<file path="src/include/rtc_consts.vh">
// Purpose: shared constants of the rtc control and status block
// Assumes: included by bare name from the control and timebase core files
// Notes:   definitions only
`ifndef RTC_CONSTS_VH
`define RTC_CONSTS_VH
// register addresses on the serial link
`define A_SEC 4'h0
`define A_ADJ 4'h7
`define A_CR1 4'he
`define A_CR2 4'hf
// control_one fields
`define B_WK_EN 7
`define B_DY_EN 6
`define B_H24 5
`define B_SPB 4
`define B_TEST 3
// control_status_two fields
`define B_THRESH 7
`define B_LOWSUP 6
`define B_OSCRUN 5
`define B_PWRUP 4
`define B_SPA 3
`define B_PERFLG 2
`define B_WKFLG 1
`define B_DYFLG 0
// periodic select codes
`define PS_OFF 3'h0
`define PS_LOW 3'h1
`define PS_P2 3'h2
`define PS_P1 3'h3
`define PS_L1S 3'h4
`define PS_L1M 3'h5
`define PS_L1H 3'h6
`define PS_L1MO 3'h7
// timing
`define MCLK_MHZ 25
`define T_SECINC_NS 92000
`define T_ALARM_NS 31000
`define DIV_W 15
`define CORR_S20 6'h14
`define CORR_S60 6'h3c
`endif

</file>
<file path="src/core/rtc_ctrl_status.v">
// Purpose: control and status registers of a real-time clock
// Assumes: time counters and alarm compare live outside
// Notes:   carry inputs show the counter value before increment
`include "rtc_consts.vh"

module rtc_ctrl_status (
  input  wire       mclk,         // 25 MHz system clock
  input  wire       srst,         // sync reset, high
  input  wire       ce_pin,       // link chip enable
  input  wire       sclk_pin,     // link clock
  input  wire       sio_in,       // link data in
  output wire       sio_out,      // link data out
  output wire       sio_oe_n,     // link data enable, low drives
  input  wire       osc_pin,      // 32.768 kHz oscillator
  input  wire       pwr_zero_pin, // supply rose from zero volts
  input  wire       vlow21_pin,   // supply below 2.1 V
  input  wire       vlow135_pin,  // supply below 1.35 V
  input  wire       osc_halt_pin, // oscillator halt sensed
  input  wire       alarm_w_match,// weekly alarm time match pulse
  input  wire       alarm_d_match,// daily alarm time match pulse
  input  wire       sec_carry,    // seconds at 59
  input  wire       min_carry,    // minutes at 59
  input  wire       hour_carry,   // last hour of day
  input  wire       month_carry,  // last day of month
  input  wire [4:0] hour_bin,     // hour counter, 0 to 23
  output reg  [5:0] hour_code,    // hour as read by host
  output wire       ext_wr_stb,   // write to outside registers
  output wire [3:0] ext_addr,     // outside register address
  output wire [7:0] ext_wdata,    // outside write data
  input  wire [7:0] ext_rdata,    // outside read data
  output reg        sec_inc,      // second counter increment
  output wire       irq_out,      // irq pin output level
  output reg        irq_oe_n,     // irq pin enable, low drives
  output wire       hour_24,      // hour format
  output wire       test_mode,    // factory test mode
  output wire       supply_threshold_sel, // monitor threshold
  output wire       mon_en,       // supply monitor running
  output wire [7:0] adj_out       // correction setting
);
  localparam integer SECINC_CYC = (`T_SECINC_NS * `MCLK_MHZ) / 1000;
  localparam integer ALARM_CYC  = (`T_ALARM_NS * `MCLK_MHZ) / 1000;

  reg [7:0] cr1_r, adj_r;
  reg       thresh_r, lowsup_r, oscrun_r, pwrup_r, spa_r;
  reg       lvl_r, wk_flg_r, dy_flg_r;
  reg [2:0] pz_s, v21_s, v135_s, oh_s;
  reg [11:0] dly_r;
  reg [9:0] aw_cnt, ad_cnt;
  reg [7:0] rdata;

  wire       wr_stb, rd_req;
  wire [3:0] addr;
  wire [7:0] wdata;
  wire [`DIV_W-1:0] div;
  wire       tick;

  // bcd of 0..23
  function [5:0] bcd;
    input [4:0] n;
    begin
      if (n >= 5'd20)
        bcd = {1'b0, n} + 6'd12;
      else if (n >= 5'd10)
        bcd = {1'b0, n} + 6'd6;
      else
        bcd = {1'b0, n};
    end
  endfunction

  sio_link u_link (
    .mclk     (mclk),
    .srst     (srst),
    .ce_pin   (ce_pin),
    .sclk_pin (sclk_pin),
    .sio_in   (sio_in),
    .sio_out  (sio_out),
    .sio_oe_n (sio_oe_n),
    .wr_stb   (wr_stb),
    .addr_r   (addr),
    .wdata    (wdata),
    .rd_req   (rd_req),
    .rdata    (rdata)
  );

  wire wr_adj = wr_stb & (addr == `A_ADJ);
  wire wr_cr1 = wr_stb & (addr == `A_CR1);
  wire wr_cr2 = wr_stb & (addr == `A_CR2);
  wire wr_sec = wr_stb & (addr == `A_SEC);
  wire ours   = (addr == `A_ADJ) | (addr == `A_CR1) | (addr == `A_CR2);

  sec_timebase u_tb (
    .mclk    (mclk),
    .srst    (srst),
    .osc_pin (osc_pin),
    .clr     (wr_sec),
    .adj     (adj_r),
    .div_r   (div),
    .tick    (tick)
  );

  assign ext_wr_stb = wr_stb & ~ours;
  assign ext_addr   = addr;
  assign ext_wdata  = wdata;
  assign hour_24    = cr1_r[`B_H24];
  assign test_mode  = cr1_r[`B_TEST];
  assign supply_threshold_sel = thresh_r;
  assign mon_en     = ~lowsup_r;
  assign adj_out    = adj_r;
  assign irq_out    = 1'b0;

  // status pins cross two flops before use
  always @(posedge mclk) begin
    pz_s   <= {pz_s[1:0], pwr_zero_pin};
    v21_s  <= {v21_s[1:0], vlow21_pin};
    v135_s <= {v135_s[1:0], vlow135_pin};
    oh_s   <= {oh_s[1:0], osc_halt_pin};
  end

  // periodic select decode
  wire [2:0] psel  = cr1_r[2:0];
  wire pulse_mode  = (psel == `PS_P2) | (psel == `PS_P1);
  wire level_mode  = psel[2];
  // pulse wave is low in the first half of each period
  wire pulse_low   = (psel == `PS_P1) ? ~div[`DIV_W-1] :
                     (psel == `PS_P2) ? ~div[`DIV_W-2] : 1'b0;
  reg  lvl_hit;
  always @* begin
    case (psel)
      `PS_L1S:  lvl_hit = 1'b1;
      `PS_L1M:  lvl_hit = sec_carry;
      `PS_L1H:  lvl_hit = sec_carry & min_carry;
      `PS_L1MO: lvl_hit = sec_carry & min_carry & hour_carry &
                          month_carry;
      default:  lvl_hit = 1'b0;
    endcase
  end
  wire per_low = (psel == `PS_LOW) | pulse_low | lvl_r;
  wire irq_drv = per_low | wk_flg_r | dy_flg_r;

  // hour code for host reads
  always @(posedge mclk) begin
    if (srst)
      hour_code <= 6'h00;
    else if (cr1_r[`B_H24])
      hour_code <= bcd(hour_bin);
    else if (hour_bin == 5'd0)
      hour_code <= 6'h12;
    else if (hour_bin < 5'd12)
      hour_code <= bcd(hour_bin);
    else if (hour_bin == 5'd12)
      hour_code <= 6'h32;
    else
      hour_code <= bcd(hour_bin - 5'd12) + 6'h20;
  end

  // power-up flag; set wins over clear
  always @(posedge mclk) begin
    if (srst | pz_s[1])
      pwrup_r <= 1'b1;
    else if (wr_cr2 & ~wdata[`B_PWRUP])
      pwrup_r <= 1'b0;
  end

  // oscillator flag; halt wins over any write
  always @(posedge mclk) begin
    if (srst | oh_s[1])
      oscrun_r <= 1'b0;
    else if (wr_cr2)
      oscrun_r <= wdata[`B_OSCRUN];
  end

  // control bits, held clear while the power-up flag stands
  always @(posedge mclk) begin
    if (srst | pwrup_r) begin
      cr1_r    <= 8'h00;
      adj_r    <= 8'h00;
      thresh_r <= 1'b0;
      spa_r    <= 1'b0;
    end else begin
      if (wr_cr1)
        cr1_r <= wdata;
      if (wr_adj)
        adj_r <= wdata;
      if (wr_cr2) begin
        thresh_r <= wdata[`B_THRESH];
        spa_r  <= wdata[`B_SPA];
      end
    end
  end

  // supply monitor halts once low is seen
  wire vlow = thresh_r ? v135_s[1] : v21_s[1];
  always @(posedge mclk) begin
    if (srst | pwrup_r)
      lowsup_r <= 1'b0;
    else if (~lowsup_r & vlow)
      lowsup_r <= 1'b1;
    else if (wr_cr2 & ~wdata[`B_LOWSUP] & ~vlow)
      lowsup_r <= 1'b0;
  end

  // level interrupt latch; a hit wins over a clear
  always @(posedge mclk) begin
    if (srst | pwrup_r | ~level_mode)
      lvl_r <= 1'b0;
    else if (tick & lvl_hit)
      lvl_r <= 1'b1;
    else if (wr_cr2 & ~wdata[`B_PERFLG])
      lvl_r <= 1'b0;
  end

  // second increment: delayed in pulse mode, else on the tick
  always @(posedge mclk) begin
    sec_inc <= 1'b0;
    if (srst) begin
      dly_r <= 12'h000;
    end else if (pulse_mode) begin
      if (tick)
        dly_r <= SECINC_CYC[11:0];
      else if (dly_r != 12'h000) begin
        dly_r <= dly_r - 12'h001;
        if (dly_r == 12'h001)
          sec_inc <= 1'b1;
      end
    end else begin
      dly_r   <= 12'h000;
      sec_inc <= tick;
    end
  end

  // alarm delay counters and flags
  always @(posedge mclk) begin
    if (srst | pwrup_r) begin
      aw_cnt   <= 10'h000;
      ad_cnt   <= 10'h000;
      wk_flg_r <= 1'b0;
      dy_flg_r <= 1'b0;
    end else begin
      if (alarm_w_match)
        aw_cnt <= ALARM_CYC[9:0];
      else if (aw_cnt != 10'h000)
        aw_cnt <= aw_cnt - 10'h001;
      if (alarm_d_match)
        ad_cnt <= ALARM_CYC[9:0];
      else if (ad_cnt != 10'h000)
        ad_cnt <= ad_cnt - 10'h001;
      if (~cr1_r[`B_WK_EN])
        wk_flg_r <= 1'b0;
      else if (aw_cnt == 10'h001)
        wk_flg_r <= 1'b1;
      else if (wr_cr2 & ~wdata[`B_WKFLG])
        wk_flg_r <= 1'b0;
      if (~cr1_r[`B_DY_EN])
        dy_flg_r <= 1'b0;
      else if (ad_cnt == 10'h001)
        dy_flg_r <= 1'b1;
      else if (wr_cr2 & ~wdata[`B_DYFLG])
        dy_flg_r <= 1'b0;
    end
  end

  // open-drain irq pin, registered enable
  always @(posedge mclk) begin
    if (srst)
      irq_oe_n <= 1'b1;
    else
      irq_oe_n <= ~irq_drv;
  end

  // read data mux for the link
  always @* begin
    case (addr)
      `A_ADJ:  rdata = adj_r;
      `A_CR1:  rdata = cr1_r;
      `A_CR2:  rdata = {thresh_r, lowsup_r, oscrun_r, pwrup_r, spa_r,
                        per_low, wk_flg_r, dy_flg_r};
      default: rdata = ext_rdata;
    endcase
  end
endmodule

</file>
<file path="src/core/sio_link.v">
// Purpose: three-wire serial register port, msb first
// Assumes: byte 0 = {addr[3:0], read, 3'b000}; data bytes follow
// Notes:   address auto-increments per data byte inside one frame
module sio_link (
  input  wire       mclk,     // system clock
  input  wire       srst,     // sync reset, high
  input  wire       ce_pin,   // chip enable pin
  input  wire       sclk_pin, // serial clock pin
  input  wire       sio_in,   // data pin, input side
  output reg        sio_out,  // data pin, output side
  output wire       sio_oe_n, // data pin enable, low drives
  output reg        wr_stb,   // one-cycle write strobe
  output reg  [3:0] addr_r,   // current register address
  output reg  [7:0] wdata,    // write data
  output reg        rd_req,   // one-cycle read request
  input  wire [7:0] rdata     // read data for addr_r
);
  reg [2:0] ce_s, ck_s, io_s;
  reg [2:0] bit_r;
  reg [6:0] sh_r;
  reg [7:0] tx_r;
  reg       cmd_done, rd_r;
  wire      ck_rise = ck_s[1] & ~ck_s[2];
  wire      ck_fall = ~ck_s[1] & ck_s[2];
  wire [7:0] byte_in = {sh_r, io_s[1]};

  // pins cross two flops; the third only feeds edge finding
  always @(posedge mclk) begin
    ce_s <= {ce_s[1:0], ce_pin};
    ck_s <= {ck_s[1:0], sclk_pin};
    io_s <= {io_s[1:0], sio_in};
  end

  assign sio_oe_n = ~(ce_s[1] & cmd_done & rd_r);

  // frame decode and shifting
  always @(posedge mclk) begin
    wr_stb <= 1'b0;
    rd_req <= 1'b0;
    if (srst | ~ce_s[1]) begin
      bit_r    <= 3'h0;
      cmd_done <= 1'b0;
      rd_r     <= 1'b0;
      sio_out  <= 1'b0;
      if (srst) begin
        addr_r <= 4'h0;
        wdata  <= 8'h00;
        sh_r   <= 7'h00;
        tx_r   <= 8'h00;
      end
    end else begin
      if (wr_stb)
        addr_r <= addr_r + 4'h1;
      if (rd_req)
        tx_r <= rdata;
      if (ck_rise) begin
        sh_r  <= byte_in[6:0];
        bit_r <= bit_r + 3'h1;
        if (bit_r == 3'h7) begin
          if (~cmd_done) begin
            cmd_done <= 1'b1;
            addr_r   <= byte_in[7:4];
            rd_r     <= byte_in[3];
            rd_req   <= byte_in[3];
          end else if (rd_r) begin
            addr_r <= addr_r + 4'h1;
            rd_req <= 1'b1;
          end else begin
            wdata  <= byte_in;
            wr_stb <= 1'b1;
          end
        end
      end
      // read data changes on the falling edge
      if (ck_fall & cmd_done & rd_r) begin
        sio_out <= tx_r[7];
        tx_r    <= {tx_r[6:0], 1'b0};
      end
    end
  end
endmodule

</file>
<file path="src/core/sec_timebase.v">
// Purpose: sub-second divider from the 32.768 kHz oscillator
// Assumes: oscillator pin is asynchronous to mclk
// Notes:   correction trims or stretches one second per period
`include "rtc_consts.vh"
module sec_timebase (
  input  wire                mclk,    // system clock
  input  wire                srst,    // sync reset, high
  input  wire                osc_pin, // 32.768 kHz oscillator
  input  wire                clr,     // restart divider
  input  wire [7:0]          adj,     // correction register
  output reg  [`DIV_W-1:0]   div_r,   // divider phase
  output reg                 tick     // one-cycle second tick
);
  reg [2:0] os_s;
  reg [5:0] corr_r;
  reg [6:0] stall_r;
  wire      osc_rise = os_s[1] & ~os_s[2];
  wire [5:0] corr_end = adj[7] ? `CORR_S20 : `CORR_S60;
  wire      corr_now = (corr_r == corr_end - 6'h1) & (adj[5:0] != 6'h0);

  always @(posedge mclk)
    os_s <= {os_s[1:0], osc_pin};

  // divider with once per period trim
  always @(posedge mclk) begin
    tick <= 1'b0;
    if (srst | clr) begin
      div_r   <= {`DIV_W{1'b0}};
      stall_r <= 7'h00;
      if (srst)
        corr_r <= 6'h00;
    end else if (osc_rise) begin
      if (stall_r != 7'h00)
        stall_r <= stall_r - 7'h01;
      else if (&div_r) begin
        tick   <= 1'b1;
        corr_r <= corr_now ? 6'h00 : corr_r + 6'h01;
        div_r  <= {`DIV_W{1'b0}};
        if (corr_now & ~adj[6])
          div_r <= {{(`DIV_W-7){1'b0}}, adj[5:0], 1'b0};
        if (corr_now & adj[6])
          stall_r <= {adj[5:0], 1'b0};
      end else
        div_r <= div_r + {{(`DIV_W-1){1'b0}}, 1'b1};
    end
  end
endmodule

</file>
<file path="config.mk">
export PLATFORM = sky130hd
export DESIGN_NAME = rtc_ctrl_status
export DESIGN_NICKNAME = d
export VERILOG_FILES = /design/src/core/rtc_ctrl_status.v /design/src/core/sio_link.v /design/src/core/sec_timebase.v
export VERILOG_INCLUDE_DIRS = /design/src /design/src/include
export SDC_FILE = /design/constraint.sdc
export NUM_CORES = 1
export LEC_CHECK = 0
export BUFFER_PORTS_ARGS = -buffer_cell sky130_fd_sc_hd__buf_2
export CORE_ASPECT_RATIO = 1.25
export CORE_MARGIN = 1.5
export CORE_UTILIZATION = 60
export DETAILED_ROUTE_END_ITERATION = 12
export PLACE_DENSITY = 0.82
export SYNTH_ARGS = -nofsm -noshare
export SYNTH_HDL_FRONTEND = slang
export SYNTH_HIERARCHICAL = 1
export SYNTH_SLANG_ARGS = --single-unit
</file>
<file path="constraint.sdc">
create_clock -name mclk -period 2.8 [get_ports mclk]
set_input_delay 0.84 -clock mclk [delete_from_list [all_inputs] [get_ports mclk]]
set_output_delay 0.84 -clock mclk [all_outputs]
set_load 0.01 [all_outputs]
</file>
After elaboration in Yosys (flattened, before gate mapping). Cells that the tools add are included.

Register bits: 146. Output and inout port bits: 36. Logic and storage cells: 257.

Add/sub/neg operators: 15. Order comparisons: 5. Eq/ne operators: 20. Mux-type cells: 71. Bitwise logic cells: 65. Reduce and logical (&&, ||, !) cells: 40.

Operator list (number): 2-to-1 mux 6 bit (20); 2-to-1 mux 8 bit (9); 2-to-1 mux 7 bit (7); 2-to-1 mux 10 bit (4); 2-to-1 mux 4 bit (7); nonzero test 2 bit (14); bitwise AND 1 bit (26); NOT 1 bit (26); 2-to-1 mux 12 bit (2); case mux 8 bit (3 select lines) (1); equality test 10 x 1 -> 1 bit, second input constant (2); nonzero test 10 bit (2); subtractor 10 x 1 -> 10 bit, second input constant (2); 2-to-1 mux 1 bit (19); adder 15 x 1 -> 15 bit, second input constant (1); equality test 3 bit, second input constant (5); 2-to-1 mux 15 bit (1); AND reduction 15 bit (1); bitwise OR 1 bit (13); adder 5 x 3 -> 6 bit, second input constant (2); adder 5 x 4 -> 6 bit, second input constant (2); equality test 12 x 1 -> 1 bit, second input constant (1); nonzero test 12 bit (1); subtractor 12 x 1 -> 12 bit, second input constant (1); other kinds (31) (47).

Logic depth before layout (Yosys ltp). Gate-level depths: netlist of run 1.

Depth after elaboration: 14. Depth in mapped cells: 8. Gate-level depth less buffers: 7.

Hierarchy. Netlist of run 1, hierarchy kept.

By module, submodules not included: rtc_ctrl_status (instances 1, cells each 442, area an instance 3747.3 sq um, seq. area each 1441.4 sq um); sio_link (instances 1, cells each 144, area an instance 1699.1 sq um, seq. area each 1111.1 sq um); sec_timebase (instances 1, cells each 189, area an instance 1676.6 sq um, seq. area each 700.7 sq um).

Least setup slack after synthesis of run 1. OpenSTA, ideal clock, no wires.

Path type: input port to flip-flop. From: in hour_bin[2]. To: reg hour_code[1]. Arrival: 2.514 ns. Data required time: 2.714 ns. Path slack: 0.200 ns. Cell stages on the path: 8. Path buffers: 1. Path through: clkbuf_1 -> inv_1 -> ha_1 -> nand2b_1 -> nor2_1 -> a21boi_1 -> a32o_1 -> a211oi_1.

Cells in the longest elaborated chain, start to end: 14. Elaborated cells on any way between the ends: 22. Classes of those cells: 2 x add/sub; 5 x order compare; 1 x eq/ne; 13 x mux; 1 x reduce/logical.

RTL lines: start, declared (RTL line rtc_ctrl_status.v:25) `input wire [4:0] hour_bin,`; subtractor 5 x 4 -> 5 bit (RTL line rtc_ctrl_status.v:153) `hour_code <= bcd(hour_bin - 5'd12) + 6'h20;`; greater-or-equal comparator 5 x 4 -> 1 bit (RTL line rtc_ctrl_status.v:63) `else if (n >= 5'd10)`; 2-to-1 mux 6 bit (RTL line rtc_ctrl_status.v:63); 2-to-1 mux 6 bit (RTL line rtc_ctrl_status.v:61) `if (n >= 5'd20)`; 2-to-1 mux 6 bit (RTL line rtc_ctrl_status.v:150) `else if (hour_bin == 5'd12)`; 2-to-1 mux 6 bit (RTL line rtc_ctrl_status.v:148) `else if (hour_bin < 5'd12)`; 2-to-1 mux 6 bit (RTL line rtc_ctrl_status.v:146) `else if (hour_bin == 5'd0)`; 2-to-1 mux 6 bit (RTL line rtc_ctrl_status.v:144) `` else if (cr1_r[`B_H24]) ``; 2-to-1 mux 6 bit (RTL line rtc_ctrl_status.v:142) `if (srst)`; adder 6 bit (RTL line rtc_ctrl_status.v:153); 2-to-1 mux 6 bit (RTL line rtc_ctrl_status.v:150); 2-to-1 mux 6 bit (RTL line rtc_ctrl_status.v:148); 2-to-1 mux 6 bit (RTL line rtc_ctrl_status.v:146); 2-to-1 mux 6 bit * (RTL line rtc_ctrl_status.v:144); end signal, assigned (RTL line rtc_ctrl_status.v:145) `hour_code <= bcd(hour_bin);`; end signal, assigned (RTL line rtc_ctrl_status.v:149) `hour_code <= bcd(hour_bin);`; end signal, assigned (RTL line rtc_ctrl_status.v:153); end, declared (RTL line rtc_ctrl_status.v:26) `output reg [5:0] hour_code,`.

Every way passes the cells marked *; elsewhere a longest branch is shown, timed or not. The select of a mux whose other input is x is not followed. A chain may end at the register's enable or synchronous reset.

Worst setup path in the final report of run 1.
From: reg u_link.addr_r[2]. To: out ext_wr_stb.

Cells in the longest elaborated chain, start to end: 5. Elaborated cells on any way between the ends: 7. Classes of those cells: 3 x eq/ne; 4 x bitwise.

RTL lines: start, declared (RTL line sio_link.v:13) `output reg [3:0] addr_r,`; start signal, assigned (RTL line sio_link.v:53) `addr_r <= addr_r + 4'h1;`; start signal, assigned (RTL line sio_link.v:62) `addr_r <= byte_in[7:4];`; start signal, assigned (RTL line sio_link.v:66) `addr_r <= addr_r + 4'h1;`; equality test 4 x 3 -> 1 bit / equality test 4 bit (equally long branches); bitwise OR 1 bit (RTL line rtc_ctrl_status.v:89) `` wire ours = (addr == `A_ADJ) | (addr == `A_CR1) | (addr == `A_CR2); ``; bitwise OR 1 bit * (RTL line rtc_ctrl_status.v:89); NOT 1 bit * (RTL line rtc_ctrl_status.v:101) `assign ext_wr_stb = wr_stb & ~ours;`; bitwise AND 1 bit * (RTL line rtc_ctrl_status.v:101); end, declared (RTL line rtc_ctrl_status.v:27) `output wire ext_wr_stb,`.

Every way passes the cells marked *; elsewhere a longest branch is shown, timed or not.

==> flow_summary.toml, run 1 <==
[outcome]
status = "finished, final reports clean"

[pwr]
vdd_drop_max_mv = 0.4555
powerDensity_mw_per_mm2 = 565.5
leakagePower_nw = 3.183

[drt]
routed.top_layer = "met4"
wl_met2_mm = 8.654
firstDrtPassIters = 8
ant_nets = 0
dr.first_iter.drc_count = 419
wl_per_cell_um = 16.97
dr_total_vias = 6226
drc_errors = 0
wirelength_met1_mm = 6.984
drt_wl_total_mm = 17.35
route.met3.wl_mm = 1.210
via_per_inst = 6.092

[yosys]
synthTopCellsByArea = "dfxtp_1 (32%), edfxtp_1 (14%), nor2_1 (4.6%)"
synth.distinct_cells = 80
ys.flop_type = "dfxtp_1"
synthArstFlopShare = 0
yosysWarnings = 6
avgSynthCellArea_um2 = 9.191
ys_seq_area_frac = 0.4567
synth_top_cell_area_share = 0.3176
ys_seq_elements = 146
synth_top_cell_by_area = "dfxtp_1"
synth_edf_count = 33
syn_inst = 775
netlist_area_mm2 = 0.007123
synth_fp_nets = 826

[setup_path]
slowest_delay_ps = 540
reg2reg_from = "u_tb/div_r[0]"
crit_type = "reg2out"
worstPathArrival_ps = 1710
startpoint_type = "register"
required_ps = 1960
path_cells = "and4b_1 > a31oi_1 > and2_1 > buf_2"
crit_slowest_cell = "edfxtp_1"
reg2reg_to = "u_tb/stall_r[0]"
endpoint = "ext_wr_stb"
reg2reg_slack_ps = 320
r2r_cells = 6
end_kind = "primary output"
critPathMaxFanout = 9
cp-startpoint = "u_link/addr_r[2]"

[timing]
fin_ws_ps = 251.8
hold_viol = 0
finalCritPeriodShare = 0.9101
rsz0062_at_grt = "false"
min_period_ps = 2548
drv_slew = 0
fmax_mhz = 392.4
finalSetupTns_ps = 0
timing.slew.headroom = 0.5475
worst_pin_slew_ps = 672.6
fin_skew_ps = 9.888
final-setup-viol-count = 0

[global_routing]
gr-total-overflow = 0
track_usage = 0.2869
antenna_found_initial = 0
grt_pass1_wl_mm = 28.77
grt_max_degree = 28
grt_pass1_vias = 6116

[floorplanning]
dieHeight_um = 124.8
start_util = 0.6132
die-area_mm2 = 0.01254
ios = 65
std_cell_rows = 44
die_w_um = 100.5
core_area_mm2 = 0.01162

[clock_network]
cts.sinks = 146
post_cts_buffers = 0
clock-root-buffer = "clkbuf_16"
clk_path_buf_depth = 2
clk_latency_ps = 420
clk_pin_slew_worst_paths_ps = 60
ctsHoldBuffers = 0
cts_resized = 0
cts_tree = "yes"
numCtsBuffers = 17
h-tree-depth = 4

[finish]
fin_nets = 899
diodes = 0
post-route-util = 0.7077
syn_to_final_growth_pct = 15.40
finalNonFillerCells = 1022
final.fill_count = 882
drive_gt1_frac = 0.1614

[hold_path]
worst_hold_path_type = "reg2reg"

[place]
gp_congestion = 0.8565
hpwlAfterDp_mm = 12.31
dp_cells = 990
port_buffers = 63
dp_slack_ps = 117.2

[run]
maxCapViolations = 0
-- power breakdown --
group          switching (W)  total (W)  internal (W)
logic               0.000157   0.000270      0.000113
registers          0.0000382    0.00225       0.00221
clock network       0.000892    0.00213       0.00124
-- worst min-delay path by stage --
stage                          end  depth (start not counted)  slack (ps)            from
detailed placement         oh_s[1]                          0         310         oh_s[0]
global route               oh_s[1]                          0         330         oh_s[0]
finish                     oh_s[1]                          0         330         oh_s[0]
CTS                        oh_s[1]                          0         330         oh_s[0]
global placement    u_link/ck_s[1]                          0         310  u_link/ck_s[0]
floorplan                  oh_s[1]                          0         310         oh_s[0]
-- final cells by class --
| cell class | count | area (um2) | share of cell area |
|---|---|---|---|
| Multi-Input combinational cell | 578 | 3664 | 0.4457 |
| Sequential cell | 146 | 3253 | 0.3957 |
| Clock buffer | 21 | 483.0 | 0.05875 |
| Timing Repair Buffer | 82 | 457.9 | 0.05571 |
| Tap cell | 161 | 201.4 | 0.02451 |
| Inverter | 23 | 86.33 | 0.01050 |
| Clock inverter | 11 | 75.07 | 0.009132 |
-- stage by stage --
stage | area (um2) | total power [W] | hold slack (ps)
2_1_floorplan | 7123 | 0.002452 | 309.6
3_3_place_gp | 7662 | 0.002555 | 310.3
3_5_place_dp | 7662 | 0.002560 | 312.1
4_1_cts | 8220 | 0.004659 | 325.9
5_1_grt | 8220 | 0.004791 | 334.8
6_report | 8220 | 0.004648 | 326.5
-- kinds of logic (layout without fill, tap and decap cells) --
| logic type | Yosys count | after routing | share of synthesized area |
|---|---|---|---|
| adder cells (fa/ha/maj) | 22 | 22 | 0.03864 |
| other | 1 | 1 | 0.0005265 |
| AO/OA/AOI/OAI | 168 | 168 | 0.1532 |
| AND/OR/NAND/NOR | 325 | 325 | 0.2384 |
| multiplexers | 33 | 33 | 0.04690 |
| buffers and inverters | 51 | 137 | 0.02898 |
| XOR/XNOR | 29 | 29 | 0.03671 |
| flip-flops | 146 | 146 | 0.4567 |
-- registers in the layout (all words and copies together), names as in the netlist, 8 cells and up --
signal        cells
u_link/tx_r       8
u_link/wdata      8
aw_cnt           10
adj_out           8
u_tb/div_r       15
dly_r            12
cr1_r             8
ad_cnt           10
-- layout by cell type (no fill, tap or decap), types with 4 or more instances in the layout --
cell        count
a211oi_1        9
a21o_1          4
a21oi_1        64
a221o_1        10
a31oi_1         5
and2_1          9
and3_1          6
buf_2          63
buf_4          19
clkbuf_16      19
clkinvlp_4      4
dfxtp_1       113
edfxtp_1       33
ha_1           22
inv_1          22
mux2i_1        30
nand2_1        71
nand2b_1       11
nand3_1        28
nand3b_1        4
nand4_1         7
nor2_1         87
nor2b_1        10
nor3_1         25
nor3b_1         6
nor4_1         17
o21a_1          4
o21ai_0        30
or2_2           8
or3_1           7
or4_1          10
xnor2_1        23
xor2_1          5
-- critical path: cells and delay by family (launching register included) --
kind | cells | cell delay (ps)
buffers and inverters | 1 | 140
AND/OR/NAND/NOR | 2 | 440
AO/OA/AOI/OAI | 1 | 180
flip-flops | 1 | 540
-- metal layers --
layer / global-route usage / up-vias
li1: - / 2964
met1: 0.3514 / 2948
met2: 0.4850 / 265
met3: 0.05948 / 49
met4: 0.1218 / 0
met5: 0 / -
-- synthesized netlist by cell type (11+ instances only) --
master / count
a21oi_1: 64
clkbuf_1: 18
dfxtp_1: 113
edfxtp_1: 33
ha_1: 22
inv_1: 22
mux2i_1: 30
nand2_1: 71
nand2b_1: 11
nand3_1: 28
nor2_1: 87
nor3_1: 25
nor4_1: 17
o21ai_0: 30
xnor2_1: 23
Power figures use the tool's default switching activity.
==> run 2, diff against run 1 <==
Settings changed: CAP_MARGIN from default to 25, REMOVE_ABC_BUFFERS from default to 1.
==> run 2 against run 1 <==
Against the previous run:
- power is 2.8% higher
- worst setup slack worse by 39 ps
- flip-flop and latch count stayed put
- combinational power hardly changed
- count of clock-buffer cells in the layout is 4 lower
- fmax is 1.5% lower
- final area is 0.46% higher
- sequential power hardly changed
- via count is 0.58% higher
- clock power is 6% higher
- core utilization is 0.32 points higher
==> flow_summary.toml, run 2 (synthesized netlist as in run 1, its figures left out) <==
[finish]
largest_reg_flops = 15
post-route-util = 0.7109
largest_register = "u_tb/div_r"
diodes = 0
reg_top3 = "u_tb/div_r x15, dly_r x12"
final_cell_mix = "dfxtp_1 (113), nor2_1 (87), nand2_1 (71)"
ff_latch_area_mm2 = 0.003253
drive_gt1_frac = 0.1659
multi_input_area_mm2 = 0.003664
fin_nets = 900
final.fill_count = 850
layout_commonest_cell = "dfxtp_1"
syn_to_final_growth_pct = 15.93
finalNonFillerCells = 1023

[run]
maxCapViolations = 0

[pwr]
p_sw_frac = 0.2482
powerDensity_mw_per_mm2 = 578.8
p_total_w = 0.004779
power_switching_w = 0.001186
internal_power_w = 0.003593
p_clk_frac = 0.473
leakagePower_nw = 3.216
power_frac_seq = 0.470
vdd_drop_max_mv = 0.5660
combPwrFrac = 0.057

[timing]
worst_pin_slew_ps = 654.0
finalSetupTns_ps = 0
drv_slew = 0
fin_ws_ps = 212.6
timing.slew.headroom = 0.5578
finalCritPeriodShare = 0.9241
fin_skew_ps = 11.74
fmax_mhz = 386.5
final-setup-viol-count = 0
rsz0062_at_grt = "false"
hold_viol = 0
min_period_ps = 2587

[place]
dp_slack_ps = 125.6
port_buffers = 63
gp_congestion = 0.9029
hpwlAfterDp_mm = 11.95
dp_cells = 991

[floorplanning]
dieHeight_um = 124.8
ios = 65
start_util = 0.6132
die_w_um = 100.5
die-area_mm2 = 0.01254
std_cell_rows = 44
core_area_mm2 = 0.01162

[hold_path]
worst_hold_path_type = "reg2reg"

[clock_network]
cts_resized = 0
clk_latency_ps = 430
post_cts_buffers = 0
h-tree-depth = 4
cts.sinks = 146
ctsHoldBuffers = 0
clk_path_buf_depth = 2
numCtsBuffers = 17
clock-root-buffer = "clkbuf_16"
cts_tree = "yes"
clk_pin_slew_worst_paths_ps = 70

[global_routing]
grt_max_degree = 28
antenna_found_initial = 0
grt_pass1_wl_mm = 28.30
track_usage = 0.2845
gr-total-overflow = 0
grt_pass1_vias = 5891

[setup_path]
crit_type = "reg2out"
startpoint_type = "register"
end_kind = "primary output"
critPathMaxFanout = 9
reg2reg_slack_ps = 250
worstPathArrival_ps = 1750
required_ps = 1960

[drt]
ant_nets = 0
drc_errors = 0
dr_total_vias = 6262
firstDrtPassIters = 5
wl_per_cell_um = 16.95
drt_wl_total_mm = 17.34
dr.first_iter.drc_count = 510
via_per_inst = 6.121

[outcome]
status = "finished, final reports clean"
[run 2: cell types whose count changed in the layout (fill, tap and decap cells not counted)]
cell	before	now
buf_4	19	20
bufinv_16	0	1
clkbuf_1	2	0
clkbuf_16	19	17
clkinv_1	1	0
clkinv_2	3	0
clkinv_4	1	3
clkinvlp_4	4	0
inv_6	2	7
inv_8	0	4
[run 2: stage by stage]
step                      hold WS (ps)  area (um2)
after floorplan                  309.6        7003
after global placement           312.5        7670
after detailed placement         312.1        7670
after CTS                        324.3        8258
after global routing             330.5        8258
final                            321.5        8258
[run 2: layout make-up]
class / count / area share
clock buffers: 17 / 0.05152
clock inverters: 15 / 0.01970
inverters: 23 / 0.01045
multi-input cells: 578 / 0.4436
flip-flops and latches: 146 / 0.3939
well taps: 161 / 0.02439
repair buffers: 83 / 0.05636
[run 2: final timing paths]
kind                                        from  cells past startpoint             end
worst max-delay path            u_link/addr_r[2]                      4      ext_wr_stb
worst min-delay path                   v135_s[0]                      0       v135_s[1]
worst max register to register   u_tb/stall_r[0]                      7  u_tb/div_r[11]
worst min register to register         v135_s[0]                      0       v135_s[1]
[run 2: power by group through the flow]
stage,logic [W],registers [W],clock network [W]
3_5_place_dp,0.000265,0.00229,0
6_report,0.000273,0.00225,0.00226
3_3_place_gp,0.000260,0.00229,0
2_1_floorplan,0.000146,0.00229,0
4_1_cts,0.000269,0.00225,0.00228
5_1_grt,0.000296,0.00225,0.00237
[run 2: metal layers]
metal,share of wire,track usage
met1,0.41,0.3576
met2,0.50,0.4754
met4,0.029,0.1226
met3,0.069,0.05107
met5,0,0
[run 2: critical path, cell delays in order, from the launching register on]
cell and delay (ps):
edfxtp_1 550, and4b_1 300, a31oi_1 200, and2_1 150
buf_2 120
